$ cat config.mk
export PLATFORM = sky130hd
export DESIGN_NAME = sbes_core
export DESIGN_NICKNAME = d
export VERILOG_FILES = /design/src/verilog/sbes_pkg.sv /design/src/verilog/sbes_core.sv /design/src/verilog/sbes_pending.sv
export SDC_FILE = /design/constraint.sdc
export NUM_CORES = 1
export LEC_CHECK = 0
export BUFFER_PORTS_ARGS = -buffer_cell sky130_fd_sc_hd__buf_2
export CAP_MARGIN = 20
export CORE_MARGIN = 2
export CORE_UTILIZATION = 40
export DETAILED_ROUTE_END_ITERATION = 8
export MAX_ROUTING_LAYER = met4
export PLACE_DENSITY = 0.74
export SETUP_SLACK_MARGIN = 0.3
export SYNTH_ARGS = -nofsm -noshare
export SYNTH_HDL_FRONTEND = slang
export SYNTH_SLANG_ARGS = --single-unit
export TNS_END_PERCENT = 50
$ cat constraint.sdc
create_clock -name clk -period 2.6 [get_ports clk]
set_input_delay 0.52 -clock clk [delete_from_list [all_inputs] [get_ports clk]]
set_output_delay 0.52 -clock clk [all_outputs]
set_load 0.05 [all_outputs]
$ cat src/verilog/sbes_pkg.sv
// Status byte and standard event summary: shared constants and types.
// Assumes one clock domain; commands arrive as decoded one-cycle strobes.
package sbes_pkg;

    // ------------------------------------------------------------
    // Status byte field positions
    // ------------------------------------------------------------
    localparam int STB_QUES_POS  = 3;
    localparam int STB_MSG_POS   = 4;
    localparam int STB_EVT_POS   = 5;
    localparam int STB_SRV_POS   = 6;
    localparam int STB_OPER_POS  = 7;

    // ------------------------------------------------------------
    // Standard event latch field positions
    // ------------------------------------------------------------
    localparam int EVT_OPC_POS   = 0;
    localparam int EVT_QRY_POS   = 2;
    localparam int EVT_DEV_POS   = 3;
    localparam int EVT_EXE_POS   = 4;
    localparam int EVT_CMD_POS   = 5;
    localparam int EVT_PON_POS   = 7;

    // ------------------------------------------------------------
    // Writable bit masks and reset values
    // ------------------------------------------------------------
    localparam logic [7:0] SRE_USED_MASK = 8'hB8;
    localparam logic [7:0] EVT_USED_MASK = 8'hBD;
    localparam logic [7:0] SRE_RESET     = 8'h00;
    localparam logic [7:0] ESE_RESET     = 8'h00;
    localparam logic [7:0] EVT_RESET     = 8'h80;

    // ------------------------------------------------------------
    // Error number classes (inclusive bounds)
    // ------------------------------------------------------------
    localparam logic signed [15:0] ERR_QRY_LO = -16'sd499;
    localparam logic signed [15:0] ERR_QRY_HI = -16'sd400;
    localparam logic signed [15:0] ERR_DEV_LO = -16'sd399;
    localparam logic signed [15:0] ERR_DEV_HI = -16'sd300;
    localparam logic signed [15:0] ERR_EXE_LO = -16'sd299;
    localparam logic signed [15:0] ERR_EXE_HI = -16'sd200;
    localparam logic signed [15:0] ERR_DEV_POS_LO = 16'sd2000;

    // ------------------------------------------------------------
    // Decoded common commands
    // ------------------------------------------------------------
    typedef enum logic [3:0] {
        SBES_CMD_CLS,
        SBES_CMD_SRE_W,
        SBES_CMD_SRE_R,
        SBES_CMD_ESE_W,
        SBES_CMD_ESE_R,
        SBES_CMD_ESR_R,
        SBES_CMD_STB_R,
        SBES_CMD_SPOLL,
        SBES_CMD_OPC
    } sbes_cmd_t;

endpackage
$ cat src/verilog/sbes_core.sv
// Status byte, service request enable and standard event summary core.
// Assumes commands arrive decoded, one per cycle, from the message parser;
// questionable, operation and output-queue summaries come in as levels.
//
// Functional notes
// - Status bit 3 follows the questionable group summary.
// - Status bit 4 is set while the output queue is not empty.
// - Status bit 5 is one when any enabled standard event is set.
// - Status bit 7 follows the operation group summary.
// - Serial poll reports the request flag in bit 6 and clears it.
// - Status query reports master summary in bit 6, clears nothing.
// - Status byte readable by serial poll or by status query.
// - Summary bits change only from their sources, never spontaneously.
// - Clear-status clears the event latch and request flag; bits 3, 4 and 7 still follow their sources.
// - Request enable mask selects summary bits that may request service.
// - Writing zero or power-on clears the request enable mask.
// - Event bits: 0 complete, 2 query, 3 device, 4 exec, 5 command, 7 power.
// - Event latch query returns then clears it; clear-status clears it too.
// - Operation complete sets at once, or when pending work ends.
// - Per-cycle mode: pending rises at measurement start, falls at its end.
// - Block mode: pending rises at block start, falls after last measurement.
// - Bit 2 on empty-queue read, lost output, errors -400 to -499.
// - Bit 3 on device failure, errors -300 to -399 and from +2000.
// - Bit 4 on bad parameter or state, errors -200 to -299.
// - Bit 5 on syntax error, unknown command, or in-message trigger.
// - Bit 7 set on power-up.
// - Event enable mask selects events for bit 5; zero or power-on clears.
`timescale 1ns/10ps
module sbes_core
    import sbes_pkg::*;
#(
    parameter int ERR_W = 16
)
(
    // Clock and reset
    input  wire logic             clk,
    input  wire logic             rst_n,
    // Decoded command
    input  wire logic             cmd_valid,
    input  wire sbes_cmd_t        cmd_code,
    input  wire logic [7:0]       cmd_data,
    // Summary inputs
    input  wire logic             ques_summary,
    input  wire logic             oper_summary,
    input  wire logic             queue_not_empty,
    // Error and event inputs
    input  wire logic             err_valid,
    input  wire logic [ERR_W-1:0] err_num,
    input  wire logic             queue_err,
    input  wire logic             command_err,
    // Measurement progress
    input  wire logic             auto_count_on,
    input  wire logic             stats_on,
    input  wire logic             func_tot_peak,
    input  wire logic             meas_start,
    input  wire logic             meas_end,
    input  wire logic             block_start,
    input  wire logic             block_last_done,
    // Answers
    output logic                  resp_valid,
    output logic [7:0]            resp_data,
    output logic [7:0]            status_byte,
    output logic                  service_request,
    output logic                  clear_status,
    output logic                  pending_op
);

    // ------------------------------------------------------------
    // Error number classifier
    // ------------------------------------------------------------
    function automatic logic [7:0] err_class(input logic [ERR_W-1:0] num);
        logic signed [15:0] n;
        logic [7:0]         r;
        n = 16'(signed'(num));
        r = 8'h00;
        if (n >= ERR_QRY_LO && n <= ERR_QRY_HI)
            r[EVT_QRY_POS] = 1'b1;
        if ((n >= ERR_DEV_LO && n <= ERR_DEV_HI) || n >= ERR_DEV_POS_LO)
            r[EVT_DEV_POS] = 1'b1;
        if (n >= ERR_EXE_LO && n <= ERR_EXE_HI)
            r[EVT_EXE_POS] = 1'b1;
        return r;
    endfunction

    // Registers and next values
    logic [7:0] standard_event_latch;
    logic [7:0] next_event;
    logic [7:0] sre;
    logic [7:0] next_sre;
    logic [7:0] ese;
    logic [7:0] next_ese;
    logic       request_service_flag;
    logic       next_rqs;
    logic       mss_q;
    logic       next_resp_valid;
    logic [7:0] next_resp_data;
    logic [7:0] next_status;
    logic       next_srq;
    logic       next_clear;

    // Combinational helpers
    logic [7:0] events_now;
    logic [7:0] summary_status_byte;
    logic       standard_event_summary_bit;
    logic       master_summary_bit;
    logic       is_cls;
    logic       is_spoll;
    logic       opc_done;

    // ------------------------------------------------------------
    // Pending operation tracker
    // ------------------------------------------------------------
    sbes_pending u_pending (
        .clk             (clk),
        .rst_n           (rst_n),
        .auto_count_on   (auto_count_on),
        .stats_on        (stats_on),
        .func_tot_peak   (func_tot_peak),
        .meas_start      (meas_start),
        .meas_end        (meas_end),
        .block_start     (block_start),
        .block_last_done (block_last_done),
        .opc_cmd         (cmd_valid && cmd_code == SBES_CMD_OPC),
        .cls_cmd         (cmd_valid && cmd_code == SBES_CMD_CLS),
        .pending         (pending_op),
        .opc_done        (opc_done)
    );

    // ------------------------------------------------------------
    // Live summary bits
    // ------------------------------------------------------------
    always_comb
    begin
        is_cls   = cmd_valid && cmd_code == SBES_CMD_CLS;
        is_spoll = cmd_valid && cmd_code == SBES_CMD_SPOLL;
        standard_event_summary_bit      = |(standard_event_latch & ese);
        summary_status_byte                = 8'h00;
        summary_status_byte[STB_QUES_POS]  = ques_summary;
        summary_status_byte[STB_MSG_POS]   = queue_not_empty;
        summary_status_byte[STB_EVT_POS]   = standard_event_summary_bit;
        summary_status_byte[STB_OPER_POS]  = oper_summary;
        master_summary_bit = |(summary_status_byte & sre & SRE_USED_MASK);
    end

    // ------------------------------------------------------------
    // Event collection for the standard event latch
    // ------------------------------------------------------------
    always_comb
    begin
        events_now = 8'h00;
        if (err_valid)
            events_now = err_class(err_num);
        if (queue_err)
            events_now[EVT_QRY_POS] = 1'b1;
        if (command_err)
            events_now[EVT_CMD_POS] = 1'b1;
        if (opc_done)
            events_now[EVT_OPC_POS] = 1'b1;
        events_now = events_now & EVT_USED_MASK;
    end

    // ------------------------------------------------------------
    // Next register values
    // ------------------------------------------------------------
    always_comb
    begin
        next_event      = standard_event_latch | events_now;
        next_sre        = sre;
        next_ese        = ese;
        next_resp_valid = 1'b0;
        next_resp_data  = 8'h00;
        next_clear      = 1'b0;
        if (cmd_valid)
        begin
            case (cmd_code)
                SBES_CMD_CLS:
                begin
                    // New events this cycle survive the clear
                    next_event = events_now;
                    next_clear = 1'b1;
                end
                SBES_CMD_SRE_W:
                    next_sre = cmd_data & SRE_USED_MASK;
                SBES_CMD_SRE_R:
                begin
                    next_resp_valid = 1'b1;
                    next_resp_data  = sre;
                end
                SBES_CMD_ESE_W:
                    next_ese = cmd_data & EVT_USED_MASK;
                SBES_CMD_ESE_R:
                begin
                    next_resp_valid = 1'b1;
                    next_resp_data  = ese;
                end
                SBES_CMD_ESR_R:
                begin
                    next_resp_valid = 1'b1;
                    next_resp_data  = standard_event_latch;
                    next_event      = events_now;
                end
                SBES_CMD_STB_R:
                begin
                    next_resp_valid = 1'b1;
                    next_resp_data  = summary_status_byte;
                    next_resp_data[STB_SRV_POS] = master_summary_bit;
                end
                SBES_CMD_SPOLL:
                begin
                    next_resp_valid = 1'b1;
                    next_resp_data  = summary_status_byte;
                    next_resp_data[STB_SRV_POS] = request_service_flag;
                end
                default:
                begin
                    next_resp_valid = 1'b0;
                end
            endcase
        end
    end

    // Request flag: a new request wins over a poll in the same cycle
    always_comb
    begin
        next_rqs = request_service_flag;
        if (is_spoll || is_cls)
            next_rqs = 1'b0;
        if (master_summary_bit && !mss_q)
            next_rqs = 1'b1;
        next_srq    = master_summary_bit;
        next_status = summary_status_byte;
        next_status[STB_SRV_POS] = master_summary_bit;
    end

    // ------------------------------------------------------------
    // Registers
    // ------------------------------------------------------------
    always_ff @(posedge clk)
    begin
        if (!rst_n)
        begin
            standard_event_latch <= EVT_RESET;
            sre                  <= SRE_RESET;
            ese                  <= ESE_RESET;
            request_service_flag                  <= 1'b0;
            mss_q                <= 1'b0;
            resp_valid           <= 1'b0;
            resp_data            <= 8'h00;
            status_byte          <= 8'h00;
            service_request      <= 1'b0;
            clear_status         <= 1'b0;
        end
        else
        begin
            standard_event_latch <= next_event;
            sre                  <= next_sre;
            ese                  <= next_ese;
            request_service_flag                  <= next_rqs;
            mss_q                <= master_summary_bit;
            resp_valid           <= next_resp_valid;
            resp_data            <= next_resp_data;
            status_byte          <= next_status;
            service_request      <= next_srq;
            clear_status         <= next_clear;
        end
    end
endmodule

$ cat src/verilog/sbes_pending.sv
// Pending-operation tracker and operation-complete generator.
// Assumes measurement start/end strobes are single-cycle pulses.
`timescale 1ns/10ps
module sbes_pending
    import sbes_pkg::*;
(
    // Clock and reset
    input  wire logic clk,
    input  wire logic rst_n,
    // Measurement setup levels
    input  wire logic auto_count_on,
    input  wire logic stats_on,
    input  wire logic func_tot_peak,
    // Measurement progress strobes
    input  wire logic meas_start,
    input  wire logic meas_end,
    input  wire logic block_start,
    input  wire logic block_last_done,
    // Command strobes
    input  wire logic opc_cmd,
    input  wire logic cls_cmd,
    // Results
    output logic      pending,
    output logic      opc_done
);

    typedef enum logic {OPC_IDLE, OPC_WAIT} sbes_opc_t;

    sbes_opc_t state;
    sbes_opc_t next_state;
    logic      next_pending;
    logic      next_opc_done;
    logic      block_mode;
    logic      falls;

    // ------------------------------------------------------------
    // Pending condition and completion detect
    // ------------------------------------------------------------
    always_comb
    begin
        block_mode    = auto_count_on && stats_on && !func_tot_peak;
        next_pending  = pending;
        if (block_mode)
        begin
            if (block_start)
                next_pending = 1'b1;
            else if (block_last_done)
                next_pending = 1'b0;
        end
        else
        begin
            if (meas_start)
                next_pending = 1'b1;
            else if (meas_end)
                next_pending = 1'b0;
        end
        falls         = pending && !next_pending;
        next_state    = state;
        next_opc_done = 1'b0;
        case (state)
            OPC_IDLE:
            begin
                if (opc_cmd && (!pending || falls))
                    next_opc_done = 1'b1;
                else if (opc_cmd)
                    next_state = OPC_WAIT;
            end
            OPC_WAIT:
            begin
                if (falls)
                begin
                    next_opc_done = 1'b1;
                    next_state    = OPC_IDLE;
                end
                else if (cls_cmd)
                    next_state = OPC_IDLE;
            end
            default: next_state = OPC_IDLE;
        endcase
    end

    // Registers
    always_ff @(posedge clk)
    begin
        if (!rst_n)
        begin
            state    <= OPC_IDLE;
            pending  <= 1'b0;
            opc_done <= 1'b0;
        end
        else
        begin
            state    <= next_state;
            pending  <= next_pending;
            opc_done <= next_opc_done;
        end
    end
endmodule

Yosys cells after proc, flatten, opt, wreduce, memory -nomap -nowiden
Cells that the tools add are included.
{ "classes": {"n_lt_le_gt_ge": 7, "eq_ne": 8, "mux": 27, "bitwise": 4, "n_reduce_logical": 27} }
{ "ops": {"columns": ["operator", "n"], "rows": [
  ["$ge 16x10->1 const B", 3],
  ["$pmux 8 s5", 1],
  ["$le 16x10->1 const B", 2],
  ["$mux 1", 21],
  ["$and 8x8->8", 2],
  ["$eq 4x3->1 const B", 4],
  ["$ge 16x12->1 const B", 1],
  ["$le 16x9->1 const B", 1],
  ["$mux 8", 2],
  ["$logic_and 1x1->1", 11],
  ["$eq 4x2->1 const B", 2],
  ["$or 8x8->8", 1],
  ["$reduce_or 8->1", 1],
  ["$reduce_and 2->1", 3],
  ["$mux 5", 1],
  ["$reduce_or 5->1", 1],
  ["$eq 4x1->1 const B", 1],
  ["$eq 4x4->1 const B", 1],
  ["$logic_not 1->1", 4],
  ["$logic_not 4->1", 1],
  ["$pmux 1 s2", 2],
  ["$reduce_or 4->1", 1],
  ["$logic_or 1x1->1", 3],
  ["$reduce_bool 2->1", 1],
  ["other kinds (2)", 2]
]} }
{ "word_totals": {"regBits": 41, "out_inout_bits": 20, "elab_cells": 86} }

Longest topological paths before layout
Gate-level depths: netlist of run 1.
{ "logic_depth": {"word_depth": 9, "mapped_depth": 6} }

Hierarchy
Synthesis of run 1 repeated with hierarchy kept, for this count alone.
{ "hier_totals": {"hier_cells": 184, "area_unflattened_um2": 1674.1} }
{ "modules_own_cells": {"columns": ["module", "n_inst", "cells_per_inst", "area_per_inst_um2", "seq_area_each_um2"], "rows": [
  ["sbes_core", 1, 165, 1498.9, 640.6],
  ["sbes_pending", 1, 19, 175.2, 60.1]
]} }

Least setup slack after synthesis of run 1
OpenSTA, ideal clock, no wires.
{ "synth_timing": {"path_kind": "input to register", "startpoint": "input port err_num[5]", "endpoint": "register standard_event_latch[3]", "setup_ns": 0.080, "arrival_ns": 1.419, "t_required_ns": 2.520, "path_slack_ns": 1.101, "stages": 4, "cell_sequence": "o211ai_1 > a21oi_1 > or4b_1 > a211oi_2"} }
{ "synth_via": {"elab_chain_len": 8} }
{ "synth_lines": {"columns": ["element", "line", "text"], "rows": [
  ["start: declaration", "sbes_core.sv:48", "input wire logic [ERR_W-1:0] err_num,"],
  ["$ge 16x10->1 / $le 16x10->1 (equally long branches)", "sbes_core.sv:78", "if ((n >= ERR_DEV_LO && n <= ERR_DEV_HI) || n >= ERR_DEV_POS_LO)"],
  ["$logic_and 1x1->1", "sbes_core.sv:78", null],
  ["$logic_or 1x1->1 (*)", "sbes_core.sv:78", null],
  ["$mux 1 (*)", "sbes_core.sv:78", null],
  ["$mux 5 (*)", "sbes_core.sv:151", "if (err_valid)"],
  ["$or 8x8->8", "sbes_core.sv:167", "next_event = standard_event_latch | events_now;"],
  ["$mux 8", "sbes_core.sv:175", "case (cmd_code)"],
  ["$mux 8 (*)", "sbes_core.sv:173", "if (cmd_valid)"],
  ["end signal: assignment", "sbes_core.sv:255", "standard_event_latch <= next_event;"],
  ["end: declaration", "sbes_core.sv:86", "logic [7:0] standard_event_latch;"]
]} }
Mark *: on every way between the ends. The rest lies on a longest branch, timed or not.
A chain may end at the register's enable or synchronous reset.

Worst setup path after layout of run 1
{ "layout_timing": {"startpoint": "input port cmd_code[3]", "endpoint": "register standard_event_latch[3]"} }
{ "layout_via": {"elab_chain_len": 4} }
{ "layout_lines": {"columns": ["element", "line", "text"], "rows": [
  ["start: declaration", "sbes_core.sv:40", "input wire sbes_cmd_t cmd_code,"],
  ["$eq 4x3->1 / $logic_not 4->1 (equally long branches)", "sbes_core.sv:175", null],
  ["$reduce_or 2->1 (no source line) (*)", null, null],
  ["$mux 8 (*)", "sbes_core.sv:175", null],
  ["$mux 8 (*)", "sbes_core.sv:173", null]
]} }
Marked as above.

==> results of run 1 <==
## area by class of cell
| cell class | instances | area [um2] |
|---|---|---|
| clock buffers | 7 | 96.3 |
| clock inverters | 1 | 7.51 |
| fillers | 399 | 1930 |
| inverters | 9 | 33.8 |
| multi-input cells | 138 | 855 |
| flip-flops and latches | 35 | 701 |
| well taps | 50 | 62.6 |
| repair buffers | 58 | 290 |
## cell usage in the layout, fill, tap and decap left out, drive strengths merged, types with 2 or more instances in the layout
cell type and instances:
a211oi 2, nor2b 3, a22oi 7, nand4 3
dfxtp 35, mux2i 13, and2 4, inv 8
nor2 24, o211ai 7, nor4 3, buf 58
nand3b 2, nand2 9, clkbuf 7, nand3 5
a21oi 13, a221oi 3, nor3 10, conb 4
and3 3, nand2b 3, o21ai 7
## worst min-delay path by stage
stage / from / to / slack (ps)
6_report: request_service_flag / request_service_flag / 450
5_1_grt: command_err / standard_event_latch[5] / 480
4_1_cts: request_service_flag / request_service_flag / 460
3_5_place_dp: u_pending.opc_done / standard_event_latch[0] / 430
3_3_place_gp: u_pending.opc_done / standard_event_latch[0] / 420
2_1_floorplan: u_pending.opc_done / standard_event_latch[0] / 410
## metal layers
metal	GRT usage [%]	routed length, um
met5	-	0
met4	6.50	48
met3	4.33	293
met2	27.5	1680
met1	20.4	1620
## tightest hold or removal path, stage by stage, from the launching register on
cell,delay (ps)
dfxtp_1,310
nand2_1,50
a21oi_1,50
## stage by stage
| step | std cells | hold slack (ps) | setup WS [ps] | utilization, % | area [um2] |
|---|---|---|---|---|---|
| final | 298 | 455 | 1100 | 51.5 | 2050 |
| after global routing | 298 | 475 | 979 | 51.5 | 2050 |
| after CTS | 298 | 458 | 1090 | 51.5 | 2050 |
| after detailed placement | 290 | 433 | 798 | 48.9 | 1940 |
| after global placement | 290 | 423 | 826 | 48.9 | 1940 |
| after floorplan | 191 | 413 | 1100 | - | 1640 |
## power by group
| group | internal [W] | switching [W] |
|---|---|---|
| combinational | 0.0000542 | 0.0000986 |
| sequential | 0.000549 | 0.00000831 |
| clock | 0.000241 | 0.000183 |
## registers in the layout, summed over array words and instances, names as in the netlist, 4 cells and up
register	count
ese	6
status_byte	5
standard_event_latch	6
sre	4
resp_data	8
## cell families after synthesis
group           after synthesis
simple gates                 71
other cells                   1
flops                        35
compound gates               49
buf+inv                      18
mux                          14
==> results by group, run 1 <==
Clock network
  – Post-CTS sizing: 0
  – Cts hold-fix bufs: 0
  – TritonCTS clock tree: done
  – Postcts setup bufs: 0
  – H-tree depth: 2
  – Clk slew on worst S/H paths: 70 ps
  – Cts bufs inserted: 5
  – CTS root buffer: clkbuf_8
  – Worst skew pair latency: 280 ps
  – CTS Buffer Depth: 2
  – CTS Sinks: 35

Synth
  – Seq/Total Area, Yosys: a little over two fifths
  – Top post-synthesis cells by count: dfxtp_1 (35), nor2_1 (24), a21oi_1 (13), mux2i_1 (13)
  – Ys flop type: dfxtp_1
  – Syn. warnings: 0
  – Post-synthesis cell type count: 41
  – Largest family of logic cells by synthesized area: simple AND/OR/NAND/NOR gates
  – Post-synthesis mux area share: 8.69%
  – Top post-synthesis cells by area: dfxtp_1 (43%), mux2i_1 (8.0%), nor2_1 (5.5%)
  – Cell with the most instances after synthesis: dfxtp_1
  – Synth Area in XOR/XNOR: 0%
  – Synth Area in Adders: 0%
  – Synth top area share: 43.0%
  – Synth Cell Area: between 1500 and 2000 um2
  – Synth area leader: dfxtp_1
  – Number of synthesized flops with an enable pin: 0
  – Cells after Synth: 188
  – Area share of and/or/nand/nor cells after synthesis: 22.1%
  – Yosys reg bits: 35
  – Async S/R FF share, synth: 0%
  – Syn avg cell area: 8.66 um2
  – Post-synthesis compound-gate area fraction: between 20% and 30%

Worst setup path
  – CP Launch Type: input port
  – Reg2Reg Depth: 5
  – Setup CP Type: in -> reg
  – Buf/Inv on CP: 1
  – CP arrival: 1690 ps
  – CP Depth: 5
  – End point of the critical path: standard_event_latch[3]
  – Cell family with most CP delay: compound AO/OA/AOI/OAI gates
  – R2R Path End: resp_data[6]
  – Crit. End Element: register
  – Worst path slowest cell: o211ai_1
  – Slowest stage delay, CP: 280 ps
  – CP Cell Sequence: buf_2 -> and2b_1 -> o211ai_1 -> a22oi_1 -> a211oi_2
  – R2r setup slk: 1260 ps
  – Worst R2R Start: standard_event_latch[3]
  – Max FO, Critical Path: 12
  – Setup crit start: cmd_code[3]
  – CP Data Required Time: 2790 ps

STA
  – Slew headroom: slightly below 60%
  – Final slew viol count: 0
  – Tmin final: approximately 1500 ps
  – Final Hold Fails: 0
  – Final Setup Violations: 0
  – Clock Skews: 5.23 ps
  – Final period util: approximately 58%
  – FMAX: between 600 and 700 MHz
  – Measured slew at the worst slew-check pin: roughly 630 ps
  – RSZ-0062 raised after global routing: false
  – Final setup TNS: 0 ps

Job
  – Max Cap Viol: 0

Status
  – Status: complete, no violations

Power
  – Tot Pwr: 0.00113 W
  – Pwr/cell area: ~550 nW/um2
  – Leakage power: 0.907 nW
  – IR Drop Worst-Case VDD: between 200 and 250 uV

Floorplanning
  – Die height: around 68 um
  – Num ports: 64
  – Die X: 67.8 um
  – Num rows: 23
  – Starting density of the core: 41.0%
  – Core area: 3970 um2
  – Die area: 4600 um2

Cells and area
  – Number of antenna diodes: 0
  – Fin nets: about 290
  – P&R area growth vs syn: 25.7%
  – Layout cells sized above 1: 28.2%

GRT
  – Initial antenna violation count: 0
  – Congestion Overflow GR: 0
  – Largest net degree at the start of global routing: 20
  – Vias in the first global route: approximately 1300
  – First-pass GRT wire length: 5.73 mm
  – GR Util All Layers: between 15 and 20%

Route
  – Pre-antenna DRT Iters: 4
  – Post-route ant nets: 0
  – Via density: 5.23
  – Via count: 1558
  – Wire length per cell: around 12 um
  – Iter 0 DRT Violations: just under 100
  – DR DRC count: 0
  – Post-Route WL: 3.65 mm

Placement
  – Post-DP HPWL: 2.84 mm
  – RD Place Congestion: 0.856
  – IO Port Bufs: 58

Hold path
  – Hold-critical path depth: 2
  – Hold Path Class: reg -> reg
Power figures use the tool's default switching activity.
==> inputs of run 2 (changes only) <==
- PLACE_DENSITY: 0.74 -> 0.76
- clock period: 2.6 -> 1.35 ns (I/O delays scaled with it)
==> results by group, run 2 (synthesis gave the netlist of run 1 again) <==
Status
  – Status: complete, no violations

Power
  – Switching Fraction: between 20% and 30%
  – Power share of the clock group: 42.6%
  – Leakage power: 1.14 nW
  – Comb power frac: between 10% and 20%
  – Sw power: 0.000624 W
  – Int Power: 0.00199 W
  – IR Drop Worst-Case VDD: 443 uV
  – Reg power frac: 41.4%
  – Pwr/cell area: just under 1000 nW/um2

Floorplanning
  – Num rows: 23
  – Die area: 4600 um2
  – Num ports: 64
  – Core area: 3970 um2
  – Die X: 67.8 um
  – Starting density of the core: 41.0%
  – Die height: 67.8 um

STA
  – Final slew viol count: 0
  – Final setup TNS: 0 ps
  – Final Setup Violations: 0
  – Final Hold Fails: 0
  – Measured slew at the worst slew-check pin: 528 ps
  – RSZ-0062 raised after global routing: true
  – Final period util: 87.0%
  – Clock Skews: 7.87 ps
  – Tmin final: 1170 ps
  – FMAX: roughly 850 MHz
  – Slew headroom: 64.5%

Worst setup path
  – Max FO, Critical Path: 8
  – CP Launch Type: input port
  – CP Data Required Time: 1520 ps
  – Setup CP Type: in -> reg
  – Crit. End Element: register
  – CP arrival: approximately 1300 ps
  – R2r setup slk: approximately 220 ps

Cells and area
  – Number of antenna diodes: 0
  – Most common cell after layout, fill and taps aside: buf_2
  – Commonest cells after routing, fill and taps aside: buf_2 (37), buf_4 (26), nor2_1 (24)
  – Biggest register: resp_data
  – Post-route insts no fill: 329
  – Layout cells sized above 1: between 50 and 60%
  – Layout Utilization: 66.6%
  – Biggest regs: resp_data (8), ese (6), standard_event_latch (6)
  – P&R area growth vs syn: 62.4%
  – Max reg flops: 8
  – Fin nets: 322

Clock network
  – TritonCTS clock tree: done
  – CTS Buffer Depth: 2
  – CTS Sinks: 35
  – H-tree depth: 2
  – Worst skew pair latency: 290 ps
  – Clk slew on worst S/H paths: 70 ps
  – CTS root buffer: clkbuf_8
  – Cts bufs inserted: 5
  – Cts hold-fix bufs: 0

GRT
  – Initial antenna violation count: 0
  – GR Util met1: 21.6%
  – Vias in the first global route: 1611
  – Layer with the highest usage: met2
  – GR Util All Layers: 20.6%
  – First-pass GRT wire length: 6.97 mm
  – Met2 Usage GRT: 37.0%
  – Largest net degree at the start of global routing: 20
  – Met3 GRT Util: 4.67%
  – Congestion Overflow GR: 0

Placement
  – # placed instances: around 310
  – Post-DP HPWL: around 3.1 mm
  – RD Place Congestion: between 0.9 and 1
  – IO Port Bufs: 58

Route
  – Via density: approximately 5.3
  – Post-route ant nets: 0
  – Via count: about 1700
  – Iter 0 DRT Violations: just over 100
  – Pre-antenna DRT Iters: 4
  – Post-Route WL: 4.72 mm
  – DR DRC count: 0
  – Wire length per cell: around 14 um

Job
  – Max Cap Viol: 0

Hold path
  – Hold Path Class: in -> reg
[run 2: changes by cell type in the layout (fill, tap and decap cells not counted), sizes merged]
cell,change
buf,+31
bufinv,+2
clkbuf,-1
clkinvlp,-1
[run 2: critical path, stage by stage]
cell	delay, ps
buf_2	160
nor2b_2	350
nand3_2	260
mux2i_1	220
nor2_1	70
[run 2: final timing paths]
| path | startpoint | endpoint | depth (start not counted) |
|---|---|---|---|
| hold reg to reg | u_pending.opc_done | standard_event_latch[0] | 2 |
| setup / recovery | cmd_code[1] | ese[4] | 5 |
| hold / removal | command_err | standard_event_latch[5] | 3 |
| setup reg to reg | standard_event_latch[4] | resp_data[6] | 5 |
[run 2: repair_timing]
item,CTS,global route
setup buffers,3,4
pin swaps,5,15
endpoints found under the setup margin,28,38
resized for setup,41,60
hold endpoints to repair,0,0
[run 2: final cells by class]
cell class,instances,area (um2)
fill,314,1330
multi-input combinational,138,988
sequential,35,726
timing repair buffer,89,699
clock buffer,6,72.6
tap,50,62.6
clock inverter,2,60.1
inverter,9,35.0
[run 2: routing by layer]
layer  wire length [um]  vias up
met5                  0        -
met1               1870      791
met2               2490       73
met3                283       11
li1                   -      859
met4                 78        0
[run 2: through the flow]
step	hold slack [ps]	worst slack (ps)	power, W	cell area, um2
floorplan	387	102	0.00128	1660
global placement	425	-103	0.00143	2130
detailed placement	436	-112	0.00144	2130
CTS	200	225	0.00255	2420
global route	216	109	0.00270	2640
finish	202	175	0.00261	2640
[run 2: power by group through the flow]
stage                     Clock (W)  Sequential, W  Combinational [W]
after global placement            0        0.00109           0.000336
after global routing        0.00117        0.00108           0.000451
after detailed placement          0        0.00110           0.000341
after floorplan                   0        0.00113           0.000146
after CTS                   0.00111        0.00107           0.000364
final                       0.00111        0.00108           0.000418
